--- src/design/pcd_defs.vh ---
// Register map, reset values and field positions of the pin change detector
`ifndef PCD_DEFS_VH
`define PCD_DEFS_VH

`define PCD_ADDR_W 4
`define PCD_OFS_RISE 4'h0
`define PCD_OFS_FALL 4'h4
`define PCD_OFS_FLAG 4'h8
`define PCD_OFS_CTRL 4'hC

`define PCD_RST_BYTE 8'h00
`define PCD_PINS 8

`define PCD_CTRL_IRQ_EN 0
`define PCD_CTRL_SUMMARY 1

`endif

--- src/design/pcd_pin_sync.v ---
// Two-stage pin synchroniser with edge detection per pin
`timescale 1ns/1ps
`include "pcd_defs.vh"

module pcd_pin_sync (
  // Clock and reset
  input wire sys_clk,
  input wire sys_rst,
  // Pins
  input wire [7:0] pin_in,
  // Edges
  output wire [7:0] rise_seen,
  output wire [7:0] fall_seen
);

  reg [7:0] meta_q;
  reg [7:0] sync_q;
  reg [7:0] prev_q;
  reg [2:0] prime_q;

  always @(posedge sys_clk) begin
    if (sys_rst) begin
      meta_q <= 8'h00;
      sync_q <= 8'h00;
      prev_q <= 8'h00;
      prime_q <= 3'b000;
    end else begin
      meta_q <= pin_in;
      sync_q <= meta_q;
      prev_q <= sync_q;
      prime_q <= {prime_q[1:0], 1'b1};
    end
  end

  // No edges until sync and history both hold real pin levels,
  // else a pin already high at reset looks like a rising edge
  assign rise_seen = prime_q[2] ? (sync_q & ~prev_q) : 8'h00;
  assign fall_seen = prime_q[2] ? (~sync_q & prev_q) : 8'h00;

endmodule // pcd_pin_sync

--- src/design/pcd_top.v ---
// Port pin change detector with classic Wishbone register slave
// Contract
// - Rising-edge enable bit per pin 7..0
// - Falling-edge enable bit per pin 7..0
// - Armed edge sets pin flag and summary
// - Rising enable plus low-to-high sets flag
// - Falling enable plus high-to-low sets flag
// - Flags read/write; software writes zero clears
// - All four registers reset to zero
// - Summary flag is OR of flags
// - Detection runs always; irq needs enable
// - Edge during clearing write wins
// - Enabled edge requests wake only with irq enable; flags first
`timescale 1ns/1ps
`include "pcd_defs.vh"

module pcd_top (
  // Clock and reset
  input wire sys_clk,
  input wire sys_rst,
  // Wishbone slave
  input wire wb_cyc_i,
  input wire wb_stb_i,
  input wire wb_we_i,
  input wire [3:0] wb_adr_i,
  input wire [3:0] wb_sel_i,
  input wire [31:0] wb_dat_i,
  output reg [31:0] wb_dat_o,
  output reg wb_ack_o,
  output wire wb_err_o,
  // Port pins
  input wire [7:0] port_b_pin,
  // Interrupt and wake
  output wire change_irq,
  output wire wake_request
);

  // ---------------------------------------------------------------
  // Registers
  // ---------------------------------------------------------------
  reg [7:0] rising_edge_enable_q;
  reg [7:0] rising_edge_enable_d;
  reg [7:0] falling_edge_enable_q;
  reg [7:0] falling_edge_enable_d;
  reg [7:0] pin_change_flags_q;
  reg [7:0] pin_change_flags_d;
  reg change_irq_enable_q;
  reg change_irq_enable_d;
  reg ack_d;
  reg [31:0] rd_data_d;

  // ---------------------------------------------------------------
  // Register map
  // ---------------------------------------------------------------
  // Offset 0: rising edge enables, offset 4: falling edge enables
  // Offset 8: change flags, set by hardware, stored on write
  // Offset C: bit 0 interrupt enable, bit 1 summary (read only)
  // Other offsets ack, read zero and ignore writes
  // Only byte lane 0 is written; upper lanes always read zero
  // Offsets must match exactly; no aliasing inside a word

  // ---------------------------------------------------------------
  // Internal nets
  // ---------------------------------------------------------------
  wire [7:0] rise_seen;
  wire [7:0] fall_seen;
  wire [7:0] rise_armed;
  wire [7:0] fall_armed;
  wire [7:0] hit;
  wire change_summary_flag;
  wire req;
  wire req_wr;
  wire req_rd;
  wire wr_rise;
  wire wr_fall;
  wire wr_flag;
  wire wr_ctrl;
  wire [7:0] wr_byte;
  wire [31:0] rd_rise_word;
  wire [31:0] rd_fall_word;
  wire [31:0] rd_flag_word;
  wire [31:0] rd_ctrl_word;

  // ---------------------------------------------------------------
  // Functions
  // ---------------------------------------------------------------
  // Exact match of a register offset
  function sel_reg;
    input [3:0] adr;
    input [3:0] ofs;
    begin
      sel_reg = (adr == ofs);
    end
  endfunction

  // Zero-extend one register byte to the bus width
  function [31:0] widen;
    input [7:0] val;
    begin
      widen = {24'h000000, val};
    end
  endfunction

  // Control byte: enable in its bit, summary beside it
  function [7:0] ctrl_byte;
    input irq_en;
    input summary;
    reg [7:0] w;
    begin
      w = 8'h00;
      w[`PCD_CTRL_IRQ_EN] = irq_en;
      w[`PCD_CTRL_SUMMARY] = summary;
      ctrl_byte = w;
    end
  endfunction

  // Stored write value, then any new hit forced on top
  function [7:0] flag_next;
    input [7:0] cur;
    input wr_en;
    input [7:0] wdata;
    input [7:0] set;
    reg [7:0] base;
    begin
      base = wr_en ? wdata : cur;
      flag_next = base | set;
    end
  endfunction

  // ---------------------------------------------------------------
  // Edge detection
  // ---------------------------------------------------------------
  pcd_pin_sync u_sync (
    .sys_clk(sys_clk),
    .sys_rst(sys_rst),
    .pin_in(port_b_pin),
    .rise_seen(rise_seen),
    .fall_seen(fall_seen)
  );

  assign rise_armed = rise_seen & rising_edge_enable_q;
  assign fall_armed = fall_seen & falling_edge_enable_q;
  assign hit = rise_armed | fall_armed;

  // ---------------------------------------------------------------
  // Bus decode
  // ---------------------------------------------------------------
  // One request per ack; a strobe still held after the ack cycle is taken again
  assign req = wb_cyc_i & wb_stb_i & ~wb_ack_o;
  assign req_wr = req & wb_we_i & wb_sel_i[0];
  assign req_rd = req & ~wb_we_i;
  assign wr_byte = wb_dat_i[7:0];
  assign wr_rise = req_wr & sel_reg(wb_adr_i, `PCD_OFS_RISE);
  assign wr_fall = req_wr & sel_reg(wb_adr_i, `PCD_OFS_FALL);
  assign wr_flag = req_wr & sel_reg(wb_adr_i, `PCD_OFS_FLAG);
  assign wr_ctrl = req_wr & sel_reg(wb_adr_i, `PCD_OFS_CTRL);
  // Every address answers with ack; unmapped reads return zero
  assign wb_err_o = 1'b0;

  // ---------------------------------------------------------------
  // Enable registers
  // ---------------------------------------------------------------
  // Rising enable write
  always @* begin
    rising_edge_enable_d = rising_edge_enable_q;
    if (wr_rise) begin
      rising_edge_enable_d = wr_byte;
    end
  end

  always @* begin
    falling_edge_enable_d = falling_edge_enable_q;
    if (wr_fall) begin
      falling_edge_enable_d = wr_byte;
    end
  end

  always @* begin
    change_irq_enable_d = change_irq_enable_q;
    if (wr_ctrl) begin
      change_irq_enable_d = wb_dat_i[`PCD_CTRL_IRQ_EN];
    end
  end

  always @(posedge sys_clk) begin
    if (sys_rst) begin
      rising_edge_enable_q <= `PCD_RST_BYTE;
    end else begin
      rising_edge_enable_q <= rising_edge_enable_d;
    end
  end

  always @(posedge sys_clk) begin
    if (sys_rst) begin
      falling_edge_enable_q <= `PCD_RST_BYTE;
    end else begin
      falling_edge_enable_q <= falling_edge_enable_d;
    end
  end

  always @(posedge sys_clk) begin
    if (sys_rst) begin
      change_irq_enable_q <= 1'b0;
    end else begin
      change_irq_enable_q <= change_irq_enable_d;
    end
  end

  // ---------------------------------------------------------------
  // Change flags
  // ---------------------------------------------------------------
  // Write stores, edge wins
  // Software should write back what it read with those bits cleared;
  // a blind zero write drops edges found since the read
  always @* begin
    pin_change_flags_d = flag_next(pin_change_flags_q, wr_flag, wr_byte,
                                   hit);
  end

  always @(posedge sys_clk) begin
    if (sys_rst) begin
      pin_change_flags_q <= `PCD_RST_BYTE;
    end else begin
      pin_change_flags_q <= pin_change_flags_d;
    end
  end

  // ---------------------------------------------------------------
  // Read words
  // ---------------------------------------------------------------
  assign rd_rise_word = widen(rising_edge_enable_q);
  assign rd_fall_word = widen(falling_edge_enable_q);
  assign rd_flag_word = widen(pin_change_flags_q);
  assign rd_ctrl_word = widen(ctrl_byte(change_irq_enable_q,
                                        change_summary_flag));

  // ---------------------------------------------------------------
  // Read path
  // ---------------------------------------------------------------
  // Read data stands only in the ack cycle, zero otherwise
  always @* begin
    rd_data_d = 32'h00000000;
    if (req_rd) begin
      case (wb_adr_i)
        `PCD_OFS_RISE: begin
          rd_data_d = rd_rise_word;
        end
        `PCD_OFS_FALL: begin
          rd_data_d = rd_fall_word;
        end
        `PCD_OFS_FLAG: begin
          rd_data_d = rd_flag_word;
        end
        `PCD_OFS_CTRL: begin
          rd_data_d = rd_ctrl_word;
        end
        default: begin
          rd_data_d = 32'h00000000;
        end
      endcase
    end
  end

  // Ack one cycle after the request is taken
  always @* begin
    ack_d = req;
  end

  // Ack flop; drops after one cycle since req needs ack low
  always @(posedge sys_clk) begin
    if (sys_rst) begin
      wb_ack_o <= 1'b0;
    end else begin
      wb_ack_o <= ack_d;
    end
  end

  // Read data flop, cleared outside the ack cycle
  always @(posedge sys_clk) begin
    if (sys_rst) begin
      wb_dat_o <= 32'h00000000;
    end else begin
      wb_dat_o <= rd_data_d;
    end
  end

  // ---------------------------------------------------------------
  // Summary, interrupt and wake
  // ---------------------------------------------------------------
  // OR of flags
  assign change_summary_flag = |pin_change_flags_q;
  // Gated by enable; flags keep setting regardless
  assign change_irq = change_summary_flag & change_irq_enable_q;
  // Wake follows flags, so flags are already updated
  assign wake_request = change_irq;

endmodule // pcd_top

--- config.mk ---
export PLATFORM = sky130hd
export DESIGN_NAME = pcd_top
export DESIGN_NICKNAME = d
export VERILOG_FILES = /design/src/design/pcd_pin_sync.v /design/src/design/pcd_top.v
export VERILOG_INCLUDE_DIRS = /design/src /design/src/design
export SDC_FILE = /design/constraint.sdc
export NUM_CORES = 1
export LEC_CHECK = 0
export BUFFER_PORTS_ARGS = -buffer_cell sky130_fd_sc_hd__buf_2
export CAP_MARGIN = 20
export CORE_AREA = 2 2 73 82
export CTS_BUF_LIST = sky130_fd_sc_hd__clkbuf_8
export DETAILED_ROUTE_END_ITERATION = 16
export DIE_AREA = 0 0 75 84
export GPL_TIMING_DRIVEN = 0
export HOLD_SLACK_MARGIN = 0.02
export PLACE_DENSITY = 0.79
export SLEW_MARGIN = 10
export SYNTH_ARGS = -nofsm -noshare
export SYNTH_HDL_FRONTEND = slang
export SYNTH_HIERARCHICAL = 1
export SYNTH_SLANG_ARGS = --single-unit
export TNS_END_PERCENT = 30
--- constraint.sdc ---
create_clock -name sys_clk -period 1.8 [get_ports sys_clk]
set_clock_uncertainty 0.2 [all_clocks]
set_input_delay 0.36 -clock sys_clk [delete_from_list [all_inputs] [get_ports sys_clk]]
set_output_delay 0.36 -clock sys_clk [all_outputs]
set_load 0.01 [all_outputs]
# Word-level counts from Yosys, hierarchy flattened
# Index checks and enable logic that the tools add are counted.
# word_totals
out_inout_bits,36
romBits,0
register_bits,85
ramBits,0
latchBits,0
mem_count,0
# op_classes
n_eq_ne,3
shifts,0
n_lt_le_gt_ge,0
n_reduce_logical,3
multipliers,0
n_mux,5
n_div,0
n_bitwise,21
n_addsub,0
# ops
op,n
$and A8 B8 Y8,4
$pmux W8 S4,1
$mux W8,3
$not A8 Y8,2
$or A8 B8 Y8,2
$and A1 B1 Y1,10
$eq A4 B4 Y1 const B,2
$reduce_or A8 Y1,1
$eq A4 B3 Y1 const B,1
$logic_not A4 Y1,1
$not A1 Y1,3
$reduce_or A2 Y1,1
$mux W1,1

# Depth between registers and ports, before layout
# Gate-level depths: netlist of run 1.
# logic_depth
depth_word,7
mapped_depth,5
mapped_depth_nobuf,3

# Cells and area by module
# Netlist of run 1, hierarchy kept.
# modules_own_cells
module,area_per_inst_um2,instances,cells_each,seq_area_each_um2
pcd_top,1850.5,1,199,680.7
pcd_pin_sync,894.6,1,73,540.5

# Worst setup path after synthesis of run 1
# Ideal clock, no wire load.
# synth_path
path_kind,input to register
start,input port wb_adr_i[0]
end,register rising_edge_enable_q[0]
t_arrival_ns,1.346
path_slack_ns,0.182
setup_time_ns,0.072
required_ns,1.528
cell_stages,4
n_path_buf,1
cell_sequence,nand4bb_1 buf_4 nor4_4 mux2i_1
# synth_via
elab_chain_len,2
# synth_lines
element,line_no,rtl
"start, declared",pcd_top.v:25,"input wire [3:0] wb_adr_i,"
$logic_not A4 Y1,pcd_top.v:92,sel_reg = (adr == ofs);
$and A1 B1 Y1,pcd_top.v:153,"assign wr_rise = req_wr & sel_reg(wb_adr_i, `PCD_OFS_RISE);"
"end signal, assigned",pcd_top.v:187,rising_edge_enable_q <= `PCD_RST_BYTE;
"end signal, assigned",pcd_top.v:189,rising_edge_enable_q <= rising_edge_enable_d;
"end, declared",pcd_top.v:41,reg [7:0] rising_edge_enable_q;
# Every way passes these cells.
# A chain may end at the register's enable or synchronous reset.

# Final worst setup path of run 1
# layout_path
start,"register pin_change_flags_q[3], in the netlist flag_next.cur[3]"
end,output port wake_request
# layout_via
elab_chain_len,2
# layout_lines
element,line_no,rtl
"start, declared",pcd_top.v:45,reg [7:0] pin_change_flags_q;
"start signal, assigned",pcd_top.v:222,pin_change_flags_q <= `PCD_RST_BYTE;
"start signal, assigned",pcd_top.v:224,pin_change_flags_q <= pin_change_flags_d;
$reduce_or A8 Y1,pcd_top.v:291,assign change_summary_flag = |pin_change_flags_q;
$and A1 B1 Y1,pcd_top.v:293,assign change_irq = change_summary_flag & change_irq_enable_q;
"end, declared",pcd_top.v:35,output wire wake_request
# Every way passes these cells.

==> flow_metrics.env, run 1 <==
export IMPL_met3_usage=0.0411
export IMPL_fin_crit_ns=1.92
export IMPL_insertion_delay_ns=0.35
export IMPL_max_freq_ghz=0.522
export IMPL_met2_usage=0.320
export IMPL_slowest_stage="dfxtp_2"
export IMPL_seq_area_frac_synth=0.445
export IMPL_avgSynthCellArea_sq_um=10.1
export IMPL_die_height_microns=84
export IMPL_min_from="wb_dat_i[5]"
export IMPL_async_flop_share=0
export IMPL_routed_wl_microns=5700
export IMPL_power_density_nw_per_um2=897
export IMPL_drive_above_1_share=0.304
export IMPL_status="finished with violations"
export IMPL_p_leak_nw=1.51
export IMPL_cp_start_kind="flop"
export IMPL_top_usage_layer="met2"
export IMPL_met1_usage=0.256
export IMPL_syn2layout_area_growth_pct=27.7
export IMPL_cts_tree="built"
export IMPL_placed_cells=409
export IMPL_startpoint="flag_next.cur[3]"
export IMPL_cts_root_buf="clkbuf_8"
export IMPL_worst_slew_pin_slew_ns=0.544
export IMPL_maxSlewHeadroom=0.637
export IMPL_grt_max_degree=18
export IMPL_synth_seq_cells=61
export IMPL_finalCritPeriodShare=1.06
export IMPL_power_mw=3.15
export IMPL_rsz0062_at_grt="true"
export IMPL_io_buffers=36
export IMPL_ios=89
export IMPL_coreArea_sq_um=5550
export IMPL_drc_errors=0
export IMPL_fin_area_sq_um=3510
export IMPL_n_antenna_cell=0
export IMPL_hold_violations=0
export IMPL_maxCapViolCount=0
export IMPL_first_global_vias=2087
export IMPL_max_clock_path_buffers=2
export IMPL_avgRoutedWirePerCell_microns=13.1
export IMPL_final_max_slew_viol_count=0
export IMPL_die_area_sq_um=6300
export IMPL_crit_arrival_ns=1.36
export IMPL_num_rows=29
export IMPL_grtUsageTotal=0.203
export IMPL_setup_ws_ns=-0.115
export IMPL_tns_ns=-0.131
export IMPL_synth_area_sq_um=2750
export IMPL_cts_sinks=61
export IMPL_setup_viol=2
export IMPL_cts_buffers=9
export IMPL_place_ws_ns=-0.180
export IMPL_die_w_microns=75
export IMPL_yosysWarnings=6
export IMPL_critPathMaxFanout=2
export IMPL_gp_congestion=0.881
export IMPL_via_per_inst=5.01
export IMPL_violations="negative setup slack"
export IMPL_synth_top_area_cell="dfxtp_1"
export IMPL_grt_antenna_before_repair=0
export IMPL_min_path_type="input port to flop"
export IMPL_ir_drop_uv=611
export IMPL_grt_ovfl_total=0
export IMPL_ant_nets=0
export IMPL_htreeDepth=3
export IMPL_yosysUniqueCellTypes=34
export IMPL_crit_type="flop to output pin"
export IMPL_drt_first_pass_iters=5
export IMPL_fill_cells=456
export IMPL_start_util=0.494
export IMPL_required_ns=1.24
export IMPL_cts_clk_slew_worst_paths_ns=0.08
export IMPL_max_stage_delay_ns=0.34
export IMPL_drt_initial_drc_count=223
export IMPL_vias=2184
export IMPL_instances_no_fill=436
export IMPL_finalNetCount=407
export IMPL_synth_cells=272
export IMPL_endpoint_kind="output pin"
export IMPL_synth_top_area_frac=0.445
export IMPL_place_hpwl_microns=3940
export IMPL_grt_pass1_wl_microns=9750
export IMPL_ys_top_cells_by_area="dfxtp_1 (44%), buf_4 (7.4%), mux2i_1 (5.5%)"
export IMPL_r2r_start="wb_ack_o"
export IMPL_detailed_place_area_sq_um=3110
export IMPL_synth_edff_count=0
export IMPL_crit_chain="nor4_4 -> a21boi_2 -> buf_4 -> buf_6"
export IMPL_synth_ff_type="dfxtp_1"
==> area by class of cell <==
type / count / area [sq um] / area share
clock inverters: 7 / 123 / 0.0350
well taps: 77 / 96.3 / 0.0275
flip-flops and latches: 61 / 1220 / 0.349
inverters: 1 / 3.75 / 0.00107
plain buffers: 45 / 300 / 0.0857
clock buffers: 9 / 124 / 0.0353
repair buffers: 47 / 289 / 0.0824
multi-input cells: 189 / 1350 / 0.384
==> worst max-delay path: cells and delay by family, from the launching register on <==
kind                   cells  cell delay [ns]
flip-flops                 1             0.34
AO/OA/AOI/OAI              1             0.10
buffers and inverters      2             0.25
AND/OR/NAND/NOR            1             0.32
==> layout by cell type, fill, tap and decap left out, types with 2 or more instances in the layout <==
| master | instances |
|---|---|
| a21oi_1 | 8 |
| a22oi_1 | 8 |
| a2bb2oi_1 | 6 |
| a31oi_1 | 8 |
| and2b_1 | 4 |
| and3b_1 | 10 |
| and3b_2 | 7 |
| buf_2 | 40 |
| buf_4 | 30 |
| buf_6 | 4 |
| bufinv_16 | 3 |
| clkbuf_1 | 9 |
| clkbuf_8 | 9 |
| clkinvlp_4 | 2 |
| conb_1 | 25 |
| dfxtp_1 | 58 |
| dfxtp_2 | 3 |
| dlygate4sd3_1 | 8 |
| mux2i_1 | 15 |
| nand2b_1 | 19 |
| nand4_1 | 17 |
| nor2_1 | 7 |
| nor2b_1 | 24 |
| nor4_4 | 3 |
| o31ai_1 | 16 |
==> path summary, 6_finish.rpt <==
kind,end,slack [ns],cells past startpoint
setup / recovery,wake_request,-0.12,4
hold / removal,falling_edge_enable_q[5],0.1,3
setup reg to reg,flag_next.cur[6],0.22,4
hold reg to reg,u_sync/prime_q[2],0.23,1
==> per-stage QoR <==
step / utilization / hold WS (ns)
finish: 0.632 / 0.0972
global route: 0.632 / 0.111
CTS: 0.626 / 0.0886
detailed placement: 0.561 / 0.220
global placement: 0.561 / 0.213
floorplan: - / 0.211
==> timing repair <==
item	4_1_cts	5_1_grt
hold buffers	8	0
resized for setup	7	4
pin swaps	3	3
setup endpoints to repair	2	19
buffers inserted	1	2
endpoints found under the hold margin	8	0
==> report_power, final <==
group	switching, mW	internal, mW	total [mW]
sequential	0.0102	1.38	1.39
combinational	0.134	0.124	0.258
clock	0.577	0.925	1.50
==> registers in the layout, indices dropped and copies added (netlist names) <==
| name | flops |
|---|---|
| change_irq_enable_q | 1 |
| falling_edge_enable_q | 8 |
| flag_next.cur | 8 |
| rising_edge_enable_q | 8 |
| u_sync/meta_q | 8 |
| u_sync/prev_q | 8 |
| u_sync/prime_q | 3 |
| u_sync/sync_q | 8 |
| wb_ack_o | 1 |
| wb_dat_o | 8 |
==> logic make-up after synthesis <==
logic type | after synthesis | synth area share
muxes | 17 | 0.0670
buffers and inverters | 46 | 0.110
and+or+nand+nor | 99 | 0.254
other | 1 | 0.00137
DFF | 61 | 0.445
AOI/OAI and AO/OA | 48 | 0.123
==> layer usage <==
layer | up-vias | part of all wire
met5 | - | 0
met4 | 0 | 0.027
met3 | 15 | 0.063
met2 | 88 | 0.49
met1 | 979 | 0.42
li1 | 1102 | -
==> synthesized netlist by cell type (all sizes together) (4+ instances only) <==
cell	n
a22oi	8
nand4	17
dfxtp	61
o31ai	16
a31oi	8
nand2b	19
and2b	4
a21oi	8
nor2	7
buf	36
and3b	17
clkbuf	9
nor4	4
mux2i	15
a2bb2oi	6
nor2b	24
Note: power is estimated with default switching activity, not from simulation.
==> run 2: changes to the inputs <==
--- a/config.mk
+++ b/config.mk
@@ -9,7 +9,7 @@
 export BUFFER_PORTS_ARGS = -buffer_cell sky130_fd_sc_hd__buf_2
 export CAP_MARGIN = 20
 export CORE_AREA = 2 2 73 82
-export CTS_BUF_LIST = sky130_fd_sc_hd__clkbuf_8
+export CTS_BUF_LIST = sky130_fd_sc_hd__clkbuf_2
 export DETAILED_ROUTE_END_ITERATION = 16
 export DIE_AREA = 0 0 75 84
 export GPL_TIMING_DRIVEN = 0
==> flow_metrics.env, run 2 (synthesized netlist as in run 1, its figures left out) <==
export IMPL_layout_cells_most_common="dfxtp_1"
export IMPL_worst_r2r_setup_slack_ns=0.09
export IMPL_grt_antenna_before_repair=0
export IMPL_status="finished with violations"
export IMPL_p_leak_nw=1.52
export IMPL_fin_crit_ns=2.12
export IMPL_required_ns=1.24
export IMPL_place_hpwl_microns=3940
export IMPL_final_max_slew_viol_count=0
export IMPL_cts_root_buf="clkbuf_2"
export IMPL_die_w_microns=75
export IMPL_power_density_nw_per_um2=797
export IMPL_met2_usage=0.327
export IMPL_maxSlewHeadroom=0.470
export IMPL_via_per_inst=4.93
export IMPL_ant_nets=0
export IMPL_r2r_start="wb_ack_o"
export IMPL_startpoint="flag_next.cur[0]"
export IMPL_drive_above_1_share=0.289
export IMPL_grt_pass1_wl_microns=9870
export IMPL_top_usage_layer="met2"
export IMPL_ir_drop_uv=455
export IMPL_whs_ns=0.0649
export IMPL_comb_power_share=0.099
export IMPL_slowest_stage="dfxtp_1"
export IMPL_setup_ws_ns=-0.320
export IMPL_p_int_mw=2.13
export IMPL_violations="negative setup slack"
export IMPL_cts_buffers=9
export IMPL_grtUsageTotal=0.204
export IMPL_critPathBufInv=2
export IMPL_critPathTopFamily="flip-flops"
export IMPL_ios=89
export IMPL_cts_sinks=61
export IMPL_die_area_sq_um=6300
export IMPL_setup_viol=2
export IMPL_drt_first_pass_iters=4
export IMPL_grt_max_degree=17
export IMPL_max_clock_path_buffers=2
export IMPL_gp_congestion=0.881
export IMPL_instances_no_fill=447
export IMPL_crit_type="flop to output pin"
export IMPL_rr_worst_depth=3
export IMPL_cts_clk_slew_worst_paths_ns=0.20
export IMPL_cts_tree="built"
export IMPL_avgRoutedWirePerCell_microns=12.9
export IMPL_hold_path_depth=3
export IMPL_vias=2204
export IMPL_clkPwrFrac=0.408
export IMPL_min_path_type="input port to flop"
export IMPL_drc_errors=0
export IMPL_finalCritPeriodShare=1.18
export IMPL_routed_wl_microns=5750
export IMPL_io_buffers=36
export IMPL_grt_ovfl_total=0
export IMPL_coreArea_sq_um=5550
export IMPL_hold_violations=0
export IMPL_met1_usage=0.259
export IMPL_met3_usage=0.0362
export IMPL_maxCapViolCount=0
export IMPL_fill_cells=455
export IMPL_critPathMaxFanout=3
export IMPL_seqPwrFrac=0.492
export IMPL_drt_initial_drc_count=223
export IMPL_placed_cells=409
export IMPL_final_cell_mix="dfxtp_1 (58), buf_2 (40), buf_4 (28)"
export IMPL_power_switching_mw=0.697
export IMPL_rsz0062_at_grt="true"
export IMPL_postLayoutCoreUtil=0.638
export IMPL_start_util=0.494
export IMPL_swShare=0.247
export IMPL_max_stage_delay_ns=0.39
export IMPL_first_global_vias=2133
export IMPL_die_height_microns=84
export IMPL_htreeDepth=3
export IMPL_n_antenna_cell=0
export IMPL_insertion_delay_ns=0.51
export IMPL_num_rows=29
export IMPL_crit_arrival_ns=1.56
export IMPL_worst_slew_pin_slew_ns=0.789
export IMPL_syn2layout_area_growth_pct=29.0
export IMPL_finalNetCount=418
export IMPL_max_freq_ghz=0.472
export IMPL_hold_end="rising_edge_enable_q[2]"
export IMPL_endpoint_kind="output pin"
export IMPL_r2r_end="rising_edge_enable_q[1]"
export IMPL_crit_chain="nor4_4 -> a21boi_2 -> buf_4 -> buf_6"
export IMPL_cp_start_kind="flop"
export IMPL_min_from="wb_adr_i[2]"
[run 2: cell types whose count changed in the layout (fill, tap and decap cells not counted), sizes merged]
| cell | change |
|---|---|
| dlygate4sd3 | +13 |
| buf | -2 |
[run 2: final cells by class]
type | count | area, sq um | area share
multi-input combinational | 189 | 1350 | 0.380
sequential | 61 | 1220 | 0.346
timing repair buffer | 58 | 404 | 0.114
buffer | 45 | 300 | 0.0848
clock inverter | 7 | 123 | 0.0346
tap | 77 | 96.3 | 0.0272
clock buffer | 9 | 45.0 | 0.0127
inverter | 1 | 3.75 | 0.00106
[run 2: power groups by stage]
stage | Sequential, mW | Clock [mW] | Combinational, mW
detailed placement | 1.42 | 0 | 0.240
global route | 1.39 | 1.23 | 0.308
global placement | 1.42 | 0 | 0.238
CTS | 1.39 | 1.16 | 0.276
floorplan | 1.41 | 0 | 0.169
finish | 1.39 | 1.15 | 0.280
[run 2: worst max-delay path by stage]
stage                               to  slack, ns  cells after the start
2_1_floorplan  rising_edge_enable_q[0]       0.18                      4
6_report                  wake_request      -0.32                      4
3_5_place_dp   rising_edge_enable_q[3]      -0.18                      5
3_3_place_gp   rising_edge_enable_q[2]      -0.14                      5
4_1_cts                   wake_request      -0.32                      4
5_1_grt                   wake_request      -0.38                      4
[run 2: per-layer routing]
| layer | vias to the layer above | share of wire | routed length, microns |
|---|---|---|---|
| met3 | 9 | 0.064 | 368 |
| li1 | 1118 | - | - |
| met5 | - | 0 | 0 |
| met4 | 0 | 0.014 | 80 |
| met2 | 89 | 0.49 | 2850 |
| met1 | 988 | 0.43 | 2460 |
[run 2: stage by stage]
step                instance area (sq um)  power (mW)  worst slack [ns]  setup TNS [ns]
floorplan                            2840        1.58             0.182               0
global placement                     3110        1.65            -0.144           -2.02
detailed placement                   3110        1.66            -0.180           -2.28
CTS                                  3530        2.83            -0.324          -0.547
global route                         3540        2.93            -0.380          -0.673
finish                               3540        2.82            -0.320          -0.539
[run 2: what timing repair did]
action | in CTS | in global routing
pin swaps | 2 | 1
gates resized for setup | 7 | 4
hold buffers | 21 | 0
endpoints found under the hold margin | 36 | 0
endpoints found under the setup margin | 2 | 20
buffers inserted | 1 | 0
[run 2: worst register-to-register path: stages (launching register included)]
cell	delay (ns)
dfxtp_2	0.36
nand3b_4	0.21
nor4_4	0.63
mux2i_1	0.26
